===== config.mk =====
export PLATFORM = sky130hd
export DESIGN_NAME = shb_device_flat
export DESIGN_NICKNAME = d
export VERILOG_FILES = /design/src/rtl/shb_pkg.sv /design/src/rtl/shb_if.sv /design/src/rtl/shb_sync.sv /design/src/rtl/shb_device.sv /design/src/flat_wrapper.sv
export SDC_FILE = /design/constraint.sdc
export NUM_CORES = 1
export LEC_CHECK = 0
export ABC_AREA = 1
export BUFFER_PORTS_ARGS = -buffer_cell sky130_fd_sc_hd__buf_2
export CORE_MARGIN = 2
export CORE_UTILIZATION = 62
export CTS_BUF_LIST = sky130_fd_sc_hd__clkbuf_4 sky130_fd_sc_hd__clkbuf_8 sky130_fd_sc_hd__clkbuf_16
export DETAILED_ROUTE_END_ITERATION = 12
export GPL_TIMING_DRIVEN = 0
export PLACE_DENSITY = 0.8
export SETUP_SLACK_MARGIN = 0.3
export SLEW_MARGIN = 20
export SYNTH_ARGS = -nofsm -noshare
export SYNTH_HDL_FRONTEND = slang
export SYNTH_SLANG_ARGS = --single-unit

===== constraint.sdc =====
create_clock -name ref_clk_i -period 2.2 [get_ports ref_clk_i]
set_input_delay 0.22 -clock ref_clk_i [delete_from_list [all_inputs] [get_ports ref_clk_i]]
set_output_delay 0.22 -clock ref_clk_i [all_outputs]
set_load 0.01 [all_outputs]

===== src/rtl/shb_pkg.sv =====
// shared constants and functions for the serial host boot link
package shb_pkg;
    // register addresses (address byte values)
    localparam logic [7:0] ADR_GEN_RESET   = 8'h01;
    localparam logic [7:0] ADR_CSUM_A_UP   = 8'ha9;
    localparam logic [7:0] ADR_CSUM_A_LO   = 8'haa;
    localparam logic [7:0] ADR_CSUM_B_UP   = 8'hb8;
    localparam logic [7:0] ADR_CSUM_B_LO   = 8'hb9;
    localparam logic [7:0] ADR_POWER_DOWN  = 8'hc0;
    localparam logic [7:0] ADR_MODE_CTRL   = 8'hc1;
    localparam logic [7:0] ADR_PRODUCT_ID  = 8'hc5;
    localparam logic [7:0] ADR_STATUS      = 8'hc6;
    localparam logic [7:0] ADR_PROG_PORT   = 8'hc8;
    localparam logic [7:0] ADR_IMAGE_VER   = 8'hc9;
    // address byte whose data bytes carry the image stream while loading
    localparam logic [7:0] ADR_IMAGE_DATA  = 8'hc8;
    localparam logic [15:0] DEAD_CODE      = 16'hdead;
    localparam int         STATUS_PROG_BIT = 0;
    // boot select encoding {high, low}
    localparam logic [1:0] BOOT_HOST       = 2'b11;
    localparam logic [1:0] BOOT_RESERVED   = 2'b10;
    localparam logic [1:0] BOOT_EEPROM     = 2'b01;
    localparam logic [1:0] BOOT_NONE       = 2'b00;
    // mode control values
    localparam logic [1:0] MODE_IDLE       = 2'b00;
    // write latency
    localparam int         CLK_MHZ         = 100;
    localparam int         LATENCY_US      = 250;
    localparam int         LATENCY_CYC     = LATENCY_US * CLK_MHZ;
    // apb register map of the host controller
    localparam logic [7:0] APB_CTRL        = 8'h00;
    localparam logic [7:0] APB_TXDATA      = 8'h04;
    localparam logic [7:0] APB_RXDATA      = 8'h08;
    localparam logic [7:0] APB_STAT        = 8'h0c;
    localparam int         CTRL_START      = 0;
    localparam int         CTRL_READ       = 1;
    localparam int         CTRL_NBYTES     = 4;
    localparam int         CTRL_ADDR       = 8;
    localparam int         CLK_DIV         = 4;

    // data bytes that follow each address byte
    function automatic logic [2:0] shb_data_bytes(input logic [7:0] adr);
        unique case (adr)
            ADR_GEN_RESET:  shb_data_bytes = 3'd0;
            ADR_PROG_PORT:  shb_data_bytes = 3'd4;
            default:        shb_data_bytes = 3'd2;
        endcase
    endfunction

    // address byte selects the direction
    function automatic logic shb_is_read(input logic [7:0] adr);
        shb_is_read = (adr == ADR_CSUM_A_UP) || (adr == ADR_CSUM_A_LO) ||
                      (adr == ADR_CSUM_B_UP) || (adr == ADR_CSUM_B_LO) ||
                      (adr == ADR_PRODUCT_ID) || (adr == ADR_STATUS) ||
                      (adr == ADR_IMAGE_VER);
    endfunction
endpackage


===== src/rtl/shb_if.sv =====
// serial link between host controller and device
`timescale 1ns/1ns
interface shb_if;
    logic bus_select_n;
    logic serial_clk;
    logic host_command_in;
    logic reply_out;
    logic reply_oe;
    modport host (output bus_select_n, output serial_clk, output host_command_in,
                  input reply_out, input reply_oe);
    modport dev  (input bus_select_n, input serial_clk, input host_command_in,
                  output reply_out, output reply_oe);
endinterface


===== src/rtl/shb_sync.sv =====
// two flip-flop synchroniser for link pins
`timescale 1ns/1ns
module shb_sync #(
    parameter int W = 1
) (
    input  wire logic         ref_clk_i,
    input  wire logic         rst_n_i,
    input  wire logic [W-1:0] async_i,
    output logic      [W-1:0] sync_o
);
    logic [W-1:0] meta_ff;
    logic [W-1:0] sync_ff;
    always_ff @(posedge ref_clk_i) begin
        if (!rst_n_i) begin
            meta_ff <= '0;
            sync_ff <= '0;
        end else begin
            meta_ff <= async_i;
            sync_ff <= meta_ff;
        end
    end
    assign sync_o = sync_ff;
endmodule


===== src/rtl/shb_device.sv =====
// device end: serial slave, image boot, checksum report and activation
//
// What this block does
// RULE_01: one address byte, then data bytes
// RULE_02: sample command line on clock rise
// RULE_03: reply valid while serial clock high
// RULE_04: host holds select low per transfer
// RULE_05: address byte fixes data byte count
// RULE_06: address sets direction; lines never both
// RULE_07: shift most significant bit first
// RULE_08: write reaches register within 250us
// RULE_09: eight-bit commands; 0x01 is general reset
// RULE_10: clock idles either level; gaps allowed
// RULE_11: boot pins read only at reset; ST_LOAD also re-reads them every cycle to choose eeprom loading
// RULE_12: boot pin encoding selects load source
// RULE_13: report ident, version, two checksums
// RULE_14: activation code enters idle, sets flag
// RULE_15: activation clears report registers
// RULE_16: bad code gives dead, locks up
// RULE_17: boot none reset skips image load
// RULE_18: nothing works until loaded, activated
// RULE_19: eeprom load runs without host
// RULE_20: host sets pins then streams image
// RULE_21: enable sections, configure, then mode
// RULE_22: route outputs about 1ms after mode; mode_ctrl_o follows the register with no added delay
// RULE_23: idle at reset; programming only idle
`timescale 1ns/1ns
module shb_device
    import shb_pkg::*;
#(
    parameter int          LATENCY  = LATENCY_CYC,
    parameter int          IMG_WORDS = 4,
    parameter logic [31:0] ACT_CODE = 32'h1234_5678,
    parameter logic [15:0] PROD_ID  = 16'h0a5a,   // arbitrary value
    parameter logic [15:0] IMG_VER  = 16'h0105,
    parameter logic [31:0] CSUM_A   = 32'h1111_2222,
    parameter logic [31:0] CSUM_B   = 32'h3333_4444
) (
    // clock and reset
    input  wire logic        ref_clk_i,
    input  wire logic        rst_n_i,
    // link
    shb_if.dev               link,
    // boot straps
    input  wire logic        boot_select_high_i,
    input  wire logic        boot_select_low_i,
    // eeprom image source
    input  wire logic        eeprom_valid_i,
    output logic             eeprom_req_o,
    // user side
    output logic [15:0]      power_down_o,
    output logic [15:0]      mode_ctrl_o,
    output logic             active_o,
    output logic             locked_o
);
    typedef enum {ST_BOOT, ST_LOAD, ST_WAIT_ACT, ST_ACTIVE, ST_DEAD} shb_state_t;

    // =======================================================
    // link synchronisers
    logic [4:0] pins;
    shb_sync #(.W(5)) u_sync (
        .ref_clk_i (ref_clk_i),
        .rst_n_i   (rst_n_i),
        .async_i   ({link.bus_select_n, link.serial_clk, link.host_command_in,
                     boot_select_high_i, eeprom_valid_i}),
        .sync_o    (pins)
    );
    logic sel_n, sck, cmd, bhi, ev, blo_meta_ff, blo_ff;
    assign {sel_n, sck, cmd, bhi, ev} = pins;
    always_ff @(posedge ref_clk_i) begin
        if (!rst_n_i) begin
            blo_meta_ff <= 1'b0;
            blo_ff      <= 1'b0;
        end else begin
            blo_meta_ff <= boot_select_low_i;
            blo_ff      <= blo_meta_ff;
        end
    end

    // =======================================================
    // serial shifter and sequencer state
    shb_state_t  st_ff, nxt_st;
    logic        sck_ff;
    logic        started_ff, nxt_started;
    logic [2:0]  bit_ff, nxt_bit;
    logic [2:0]  byte_ff, nxt_byte;
    logic [2:0]  need_ff, nxt_need;
    logic [7:0]  adr_ff, nxt_adr;
    logic [7:0]  sh_ff, nxt_sh;
    logic [31:0] wdat_ff, nxt_wdat;
    logic [15:0] rdat_ff, nxt_rdat;
    logic        rd_ff, nxt_rd;
    logic        oe_ff, nxt_oe;
    logic [7:0]  pend_adr_ff, nxt_pend_adr;
    logic [31:0] pend_dat_ff, nxt_pend_dat;
    logic        pend_ff, nxt_pend;
    logic [31:0] lat_ff, nxt_lat;
    logic [15:0] imgcnt_ff, nxt_imgcnt;
    logic        reported_ff, nxt_reported;
    logic [15:0] pd_ff, nxt_pd, mc_ff, nxt_mc;
    logic        ereq_ff, nxt_ereq;

    logic rise, fall;
    assign rise = sck & ~sck_ff;                                   // [RULE_02]
    assign fall = ~sck & sck_ff;

    function automatic logic [15:0] rd_value(input logic [7:0] a, input logic rep,
                                             input logic act);
        unique case (a)
            ADR_CSUM_A_UP:  rd_value = rep ? CSUM_A[31:16] : 16'h0000;
            ADR_CSUM_A_LO:  rd_value = rep ? CSUM_A[15:0]  : 16'h0000;
            ADR_CSUM_B_UP:  rd_value = rep ? CSUM_B[31:16] : 16'h0000;
            ADR_CSUM_B_LO:  rd_value = rep ? CSUM_B[15:0]  : 16'h0000;
            ADR_PRODUCT_ID: rd_value = rep ? PROD_ID : 16'h0000;  // [RULE_13] [RULE_15]
            ADR_IMAGE_VER:  rd_value = rep ? IMG_VER : 16'h0000;
            ADR_STATUS:     rd_value = {15'h0000, act};            // [RULE_14]
            default:        rd_value = 16'h0000;
        endcase
    endfunction

    always_comb begin
        nxt_st = st_ff;  nxt_started = started_ff;  nxt_bit = bit_ff;
        nxt_byte = byte_ff;  nxt_need = need_ff;  nxt_adr = adr_ff;
        nxt_sh = sh_ff;  nxt_wdat = wdat_ff;  nxt_rdat = rdat_ff;
        nxt_rd = rd_ff;  nxt_oe = oe_ff;
        nxt_pend_adr = pend_adr_ff;  nxt_pend_dat = pend_dat_ff;
        nxt_pend = pend_ff;  nxt_lat = lat_ff;  nxt_imgcnt = imgcnt_ff;
        nxt_reported = reported_ff;  nxt_pd = pd_ff;  nxt_mc = mc_ff;
        nxt_ereq = 1'b0;
        // frame delimiting; clock level at select edges does not matter
        if (sel_n) begin                                           // [RULE_04] [RULE_10]
            nxt_started = 1'b0;  nxt_bit = 3'd0;  nxt_byte = 3'd0;
            nxt_oe = 1'b0;  nxt_rd = 1'b0;
        end else begin
            if (!started_ff) begin
                nxt_started = 1'b1;
            end else if (rise && !rd_ff) begin
                nxt_sh  = {sh_ff[6:0], cmd};                       // [RULE_07]
                nxt_bit = bit_ff + 3'd1;
                if (bit_ff == 3'd7) begin
                    if (byte_ff == 3'd0) begin                     // [RULE_01]
                        nxt_adr  = {sh_ff[6:0], cmd};
                        nxt_need = shb_data_bytes({sh_ff[6:0], cmd});    // [RULE_05]
                        nxt_rd   = shb_is_read({sh_ff[6:0], cmd});       // [RULE_06]
                        nxt_rdat = (st_ff == ST_DEAD) ? DEAD_CODE :      // [RULE_16]
                                   rd_value({sh_ff[6:0], cmd}, reported_ff,
                                            st_ff == ST_ACTIVE);
                        nxt_byte = 3'd1;
                        if ({sh_ff[6:0], cmd} == ADR_GEN_RESET &&
                            st_ff != ST_DEAD) begin  // [RULE_09] [RULE_16]
                            nxt_st = ST_BOOT;
                            nxt_reported = 1'b0;
                        end
                    end else if (byte_ff <= need_ff) begin
                        nxt_wdat = {wdat_ff[23:0], sh_ff[6:0], cmd};
                        nxt_byte = byte_ff + 3'd1;
                        if (byte_ff == need_ff) begin
                            nxt_pend = 1'b1;
                            nxt_pend_adr = adr_ff;
                            nxt_pend_dat = {wdat_ff[23:0], sh_ff[6:0], cmd};
                            nxt_lat = '0;
                        end
                    end
                end
            end else if (rd_ff && fall) begin
                // reply changes on the fall so it is stable while high
                nxt_oe = 1'b1;                                     // [RULE_03]
                if (oe_ff) begin
                    nxt_rdat = {rdat_ff[14:0], 1'b0};              // [RULE_07]
                end
            end
        end
        // delayed register update, modelling internal polling
        if (pend_ff) begin
            nxt_lat = lat_ff + 32'd1;
            if (lat_ff == 32'(LATENCY - 1)) begin                  // [RULE_08]
                nxt_pend = 1'b0;
                unique case (st_ff)
                    ST_LOAD: if (pend_adr_ff == ADR_IMAGE_DATA) begin    // [RULE_20]
                        nxt_imgcnt = imgcnt_ff + 16'd1;
                    end
                    ST_WAIT_ACT: if (pend_adr_ff == ADR_PROG_PORT) begin
                        if (pend_dat_ff == ACT_CODE) begin         // [RULE_14]
                            nxt_st = ST_ACTIVE;
                            nxt_reported = 1'b0;                   // [RULE_15]
                            nxt_mc = {14'h0000, MODE_IDLE};
                        end else begin
                            nxt_st = ST_DEAD;                      // [RULE_16]
                        end
                    end
                    ST_ACTIVE: begin                               // [RULE_18]
                        if (pend_adr_ff == ADR_POWER_DOWN) nxt_pd = pend_dat_ff[15:0];
                        if (pend_adr_ff == ADR_MODE_CTRL) nxt_mc = pend_dat_ff[15:0]; // [RULE_21]
                        // programming port only in idle                 [RULE_23]
                    end
                    default: ;
                endcase
            end
        end
        unique case (st_ff)
            ST_BOOT: begin
                // straps are only trusted once both sync stages have filled
                nxt_imgcnt = imgcnt_ff[1] ? '0 : imgcnt_ff + 16'd1;
                nxt_mc = {14'h0000, MODE_IDLE};                    // [RULE_23]
                nxt_pd = 16'h0000;
                unique case (imgcnt_ff[1] ? {bhi, blo_ff} : BOOT_RESERVED) // [RULE_11] [RULE_12]
                    BOOT_HOST, BOOT_EEPROM: nxt_st = ST_LOAD;
                    BOOT_NONE: begin                               // [RULE_17]
                        nxt_st = ST_WAIT_ACT;
                        nxt_reported = 1'b1;
                    end
                    default: nxt_st = ST_BOOT;
                endcase
            end
            ST_LOAD: begin
                if ({bhi, blo_ff} == BOOT_EEPROM) begin            // [RULE_19]
                    nxt_ereq = ~ev;
                    if (ev && !ereq_ff) nxt_imgcnt = imgcnt_ff + 16'd1;
                end
                if (imgcnt_ff == 16'(IMG_WORDS)) begin
                    nxt_st = ST_WAIT_ACT;
                    nxt_reported = 1'b1;                           // [RULE_13]
                end
            end
            default: ;
        endcase
    end

    always_ff @(posedge ref_clk_i) begin
        if (!rst_n_i) begin
            st_ff <= ST_BOOT;  sck_ff <= 1'b0;  started_ff <= 1'b0;
            bit_ff <= '0;  byte_ff <= '0;  need_ff <= '0;  adr_ff <= '0;
            sh_ff <= '0;  wdat_ff <= '0;  rdat_ff <= '0;  rd_ff <= 1'b0;
            oe_ff <= 1'b0;  pend_adr_ff <= '0;
            pend_dat_ff <= '0;  pend_ff <= 1'b0;  lat_ff <= '0;
            imgcnt_ff <= '0;  reported_ff <= 1'b0;  pd_ff <= '0;
            mc_ff <= '0;  ereq_ff <= 1'b0;
        end else begin
            st_ff <= nxt_st;  sck_ff <= sck;  started_ff <= nxt_started;
            bit_ff <= nxt_bit;  byte_ff <= nxt_byte;  need_ff <= nxt_need;
            adr_ff <= nxt_adr;  sh_ff <= nxt_sh;  wdat_ff <= nxt_wdat;
            rdat_ff <= nxt_rdat;  rd_ff <= nxt_rd;
            oe_ff <= nxt_oe;  pend_adr_ff <= nxt_pend_adr;
            pend_dat_ff <= nxt_pend_dat;  pend_ff <= nxt_pend;
            lat_ff <= nxt_lat;  imgcnt_ff <= nxt_imgcnt;
            reported_ff <= nxt_reported;  pd_ff <= nxt_pd;  mc_ff <= nxt_mc;
            ereq_ff <= nxt_ereq;
        end
    end

    assign link.reply_out = rdat_ff[15] & oe_ff;
    assign link.reply_oe  = oe_ff;                                 // [RULE_06]
    assign eeprom_req_o   = ereq_ff;
    assign power_down_o   = pd_ff;
    assign mode_ctrl_o    = mc_ff;                                 // [RULE_22]
    assign active_o       = (st_ff == ST_ACTIVE);
    assign locked_o       = (st_ff == ST_DEAD);
endmodule


===== src/flat_wrapper.sv =====
// flat-port wrapper written by rule: the top's interface ports become plain ports
module shb_device_flat import shb_pkg::*;
#(
    parameter int          LATENCY  = LATENCY_CYC,
    parameter int          IMG_WORDS = 4,
    parameter logic [31:0] ACT_CODE = 32'h1234_5678,
    parameter logic [15:0] PROD_ID  = 16'h0a5a,                     
    parameter logic [15:0] IMG_VER  = 16'h0105,
    parameter logic [31:0] CSUM_A   = 32'h1111_2222,
    parameter logic [31:0] CSUM_B   = 32'h3333_4444
)
  (ref_clk_i, rst_n_i, boot_select_high_i, boot_select_low_i, eeprom_valid_i, eeprom_req_o, power_down_o, mode_ctrl_o, active_o, locked_o, link_bus_select_n, link_serial_clk, link_host_command_in, link_reply_out, link_reply_oe);
  shb_if link_i ();
  input  wire logic ref_clk_i;
  input  wire logic rst_n_i;
  input  wire logic boot_select_high_i;
  input  wire logic boot_select_low_i;
  input  wire logic eeprom_valid_i;
  output logic eeprom_req_o;
  output logic [15:0] power_down_o;
  output logic [15:0] mode_ctrl_o;
  output logic active_o;
  output logic locked_o;
  input wire logic [$bits(link_i.bus_select_n)-1:0] link_bus_select_n;
  input wire logic [$bits(link_i.serial_clk)-1:0] link_serial_clk;
  input wire logic [$bits(link_i.host_command_in)-1:0] link_host_command_in;
  output wire logic [$bits(link_i.reply_out)-1:0] link_reply_out;
  output wire logic [$bits(link_i.reply_oe)-1:0] link_reply_oe;
  assign link_i.bus_select_n = link_bus_select_n;
  assign link_i.serial_clk = link_serial_clk;
  assign link_i.host_command_in = link_host_command_in;
  assign link_reply_out = link_i.reply_out;
  assign link_reply_oe = link_i.reply_oe;
  shb_device #(.LATENCY(LATENCY), .IMG_WORDS(IMG_WORDS), .ACT_CODE(ACT_CODE), .PROD_ID(PROD_ID), .IMG_VER(IMG_VER), .CSUM_A(CSUM_A), .CSUM_B(CSUM_B)) u_core (.ref_clk_i(ref_clk_i), .rst_n_i(rst_n_i), .link(link_i), .boot_select_high_i(boot_select_high_i), .boot_select_low_i(boot_select_low_i), .eeprom_valid_i(eeprom_valid_i), .eeprom_req_o(eeprom_req_o), .power_down_o(power_down_o), .mode_ctrl_o(mode_ctrl_o), .active_o(active_o), .locked_o(locked_o));
endmodule

==> summary.txt <==
Finish
  – Commonest non-fill, non-tap cell in the layout: nand2_1
  – Layout Nets: 1653
  – Fin util: 0.832
  – Layout Cells excl Fill: 1873
  – Layout cells sized above 1: 0.261
  – FILL cells: 970
  – Multi-input logic area: 5790 um2
  – Layout Area Growth over Synthesis: 31.1%
  – Most frequent cells in the layout: nand2_1 (244), dfxtp_1 (214), nor2_1 (168)
  – Sequential cell area: 4720 um2
  – ANT cells: 0

STA
  – F_max: 0.465 GHz
  – Slew Limit Fails: 0
  – Hold Vio Cnt, Final: 0
  – Worst Setup Slack, final: 0.0501 ns
  – Min cycle time layout: 2.15 ns
  – Final setup fails: 0
  – Tcrit/Tclk final: 0.977
  – Relative slew margins: 0.406
  – RSZ-0062 raised after global routing: yes
  – Worst-Margin Slew: 0.891 ns
  – Final hold slack: 0.155 ns
  – Layout Skew: 0.0202 ns

Power and ir drop
  – Power per cell area: 644 nW/um2
  – Power Total: 8.91 mW
  – Clock share of power: 0.468
  – Sequential power share: 0.483
  – Worst-case vdd ir drop: 0.621 mV
  – P_sw: 2.02 mW
  – Comb pwr share: 0.049
  – Leakage Power: 5.50 nW
  – Int Pwr: 6.90 mW
  – Sw frac: 0.226

Yosys
  – Most used DFF post-synth: dfxtp_1
  – Post-synth EDFFs: 0
  – Syn nets: 1494
  – Async SR Flop Fraction: 0
  – Sequential area share after synthesis: 0.444
  – Post-Syn Area: 10600 um2
  – Mapped Cells: 1476
  – Syn_area_per_cell: 7.16 um2
  – #FFs+latches synth: 234
  – Synth warn: 0
  – Netlist cell types: 45

Place
  – Placed cell count: 1740
  – # port buffers: 44
  – Post-DP HPWL: 18.2 mm
  – Dpl ws: -0.0982 ns
  – Gp weighted congestion: 0.940

Drt
  – Remaining DRCs: 0
  – Vias post-DR: 11200
  – Initial DRT Pass Iterations: 8
  – DR vias/cell: 5.99
  – DRT antenna net count: 0
  – Post-detailed-route wirelength per cell: 17.4 um
  – Routed WL: 32.6 mm
  – DRT iter0 DRCs: 1349

Setup path
  – Cell family with the largest share of critical-path delay: simple AND/OR/NAND/NOR gates
  – Slowest CP cell: dfxtp_2
  – Most used cell, CP: buf_6
  – Crit path depth: 12
  – Worst R2R Path Depth: 12
  – Largest stage delay, worst path: 0.32 ns
  – CP endpoint kind: register
  – RR Startpoint: u_core.st_ff[12]
  – Crit path arrival time: 2.58 ns
  – CP Cell Sequence: nor2_2 > nand3_2 > nor2_4 > nand3_4 > inv_4 > buf_6 > nand4_1 > o21ai_4 > buf_12 > buf_6 > a21oi_2 > nor2_1
  – Worst-path maximum fanout: 10
  – FF-to-FF End: u_core.mode_ctrl_o[6]
  – WP buf/inv: 4
  – Worst setup path category: register to register
  – CP required: 2.63 ns
  – Crit start category: register
  – Flop-to-flop setup slack: 0.05 ns

Clocking
  – Clk sink count: 234
  – Total CTS buffers: 24
  – CTS clock-pin slew for the worst setup and hold paths: 0.06 ns
  – Clock Latency Late Sink: 0.52 ns
  – Htree depth: 1
  – Clk buf depth: 3
  – TritonCTS clock tree: built
  – Root buffer cell: clkbuf_16

Worst hold path
  – Hold Crit Depth: 3
  – Hold Path End: u_core.power_down_o[0]
  – HP Class: input pin to register
  – Hold_sp: rst_n_i

Floorplan
  – IO Count: 45
  – Starting density of the core: 0.635
  – Die width: 135 um
  – CORE AREA: 16600 um2
  – Row count: 47
  – Die footprint: 18100 um2
  – Die extent in y: 135 um

Global routing
  – Number of global-route vias before repair: 9527
  – Global-route wire length before repair: 45.5 mm
  – Grt ovf: 0
  – Initial antenna violation count: 0
  – Largest net degree at the start of global routing: 14
  – Total GRT Usage: 0.302

Run status
  – Status: completed

Job
  – Max Cap Violations: 0
[worst max-delay path by stage]
stage / slack, ns / startpoint / to
after floorplan: 0.30 / u_core.imgcnt_ff[1] / u_core.imgcnt_ff[14]
after global placement: -0.11 / u_core.byte_ff[0] / u_core.lat_ff[6]
after detailed placement: -0.1 / u_core.byte_ff[0] / u_core.lat_ff[6]
after CTS: 0.18 / u_core.st_ff[9] / u_core.mode_ctrl_o[11]
after global routing: -0.03 / u_core.st_ff[12] / u_core.mode_ctrl_o[13]
final: 0.05 / u_core.st_ff[12] / u_core.mode_ctrl_o[6]
[state kept, by name (all words and copies together) (netlist names), 2 cells and up]
register / count
u_core.lat_ff: 32
u_core.pend_dat_ff: 32
u_core.st_ff: 32
u_core.wdat_ff: 24
u_core.imgcnt_ff: 16
u_core.mode_ctrl_o: 16
u_core.power_down_o: 16
u_core.rdat_ff: 16
u_core.adr_ff: 8
u_core.pend_adr_ff: 8
u_core.sh_ff: 7
u_core.u_sync.meta_ff: 5
u_core.u_sync.sync_o: 5
u_core.bit_ff: 3
u_core.byte_ff: 3
u_core.need_ff: 2
[power groups by stage]
| stage | logic [mW] | clock network, mW | registers, mW |
|---|---|---|---|
| finish | 0.437 | 4.18 | 4.30 |
| global route | 0.459 | 4.36 | 4.30 |
| CTS | 0.347 | 4.18 | 4.30 |
| detailed placement | 0.304 | 0 | 4.39 |
| global placement | 0.300 | 0 | 4.39 |
| floorplan | 0.215 | 0 | 4.38 |
[worst reg2reg max path: cells and delay by family, from the launching register on]
| family | cells | cell delay (ns) |
|---|---|---|
| DFF | 1 | 0.32 |
| AOI/OAI and AO/OA | 2 | 0.35 |
| buffers and inverters | 4 | 0.54 |
| and+or+nand+nor | 6 | 0.87 |
[kinds of logic after synthesis]
group	count (synthesis)	synth area share
AO/OA/AOI/OAI	274	0.151
XOR/XNOR	8	0.00663
buffers and inverters	256	0.0951
flip-flops	234	0.444
AND/OR/NAND/NOR	694	0.292
adder cells (fa/ha/maj)	10	0.0118
[metal layers]
metal	GRT usage	vias to the layer above	wire [um]
met5	0	-	0
met4	0.102	0	1390
met3	0.0297	151	2590
met2	0.503	699	15600
met1	0.414	5185	13000
li1	-	5177	-
[what timing repair did]
action,in CTS,in global routing
setup buffers,38,37
pin swaps,24,63
hold buffers,6,0
endpoints found under the hold margin,6,0
setup endpoints to repair,154,180
cloned,1,8
resized for setup,115,243
[cell usage after synthesis (20+ instances only)]
master    instances  area share
dfxtp_1         234        0.44
nor2_1          196       0.070
nand2_1         273       0.097
clkbuf_1         36       0.013
a211oi_1         59       0.042
nand4_1          34       0.020
nor3_1           46       0.022
buf_2            20      0.0095
inv_1           181       0.064
a21oi_1         132       0.063
nand3_1         102       0.048
o21ai_0          47       0.022
[layout make-up]
cell class | instances | area share
multi-input combinational | 986 | 0.418
clock inverter | 6 | 0.00398
tap | 220 | 0.0199
clock buffer | 38 | 0.0554
sequential | 234 | 0.341
timing repair buffer | 134 | 0.0759
inverter | 193 | 0.0547
buffer | 62 | 0.0306
[per-stage QoR]
stage	TNS (ns)	area [um2]
floorplan	0	10600
global placement	-0.793	11100
detailed placement	-0.893	11100
CTS	0	12700
global route	-0.0275	13800
finish	0	13800
Power figures use the tool's default switching activity.
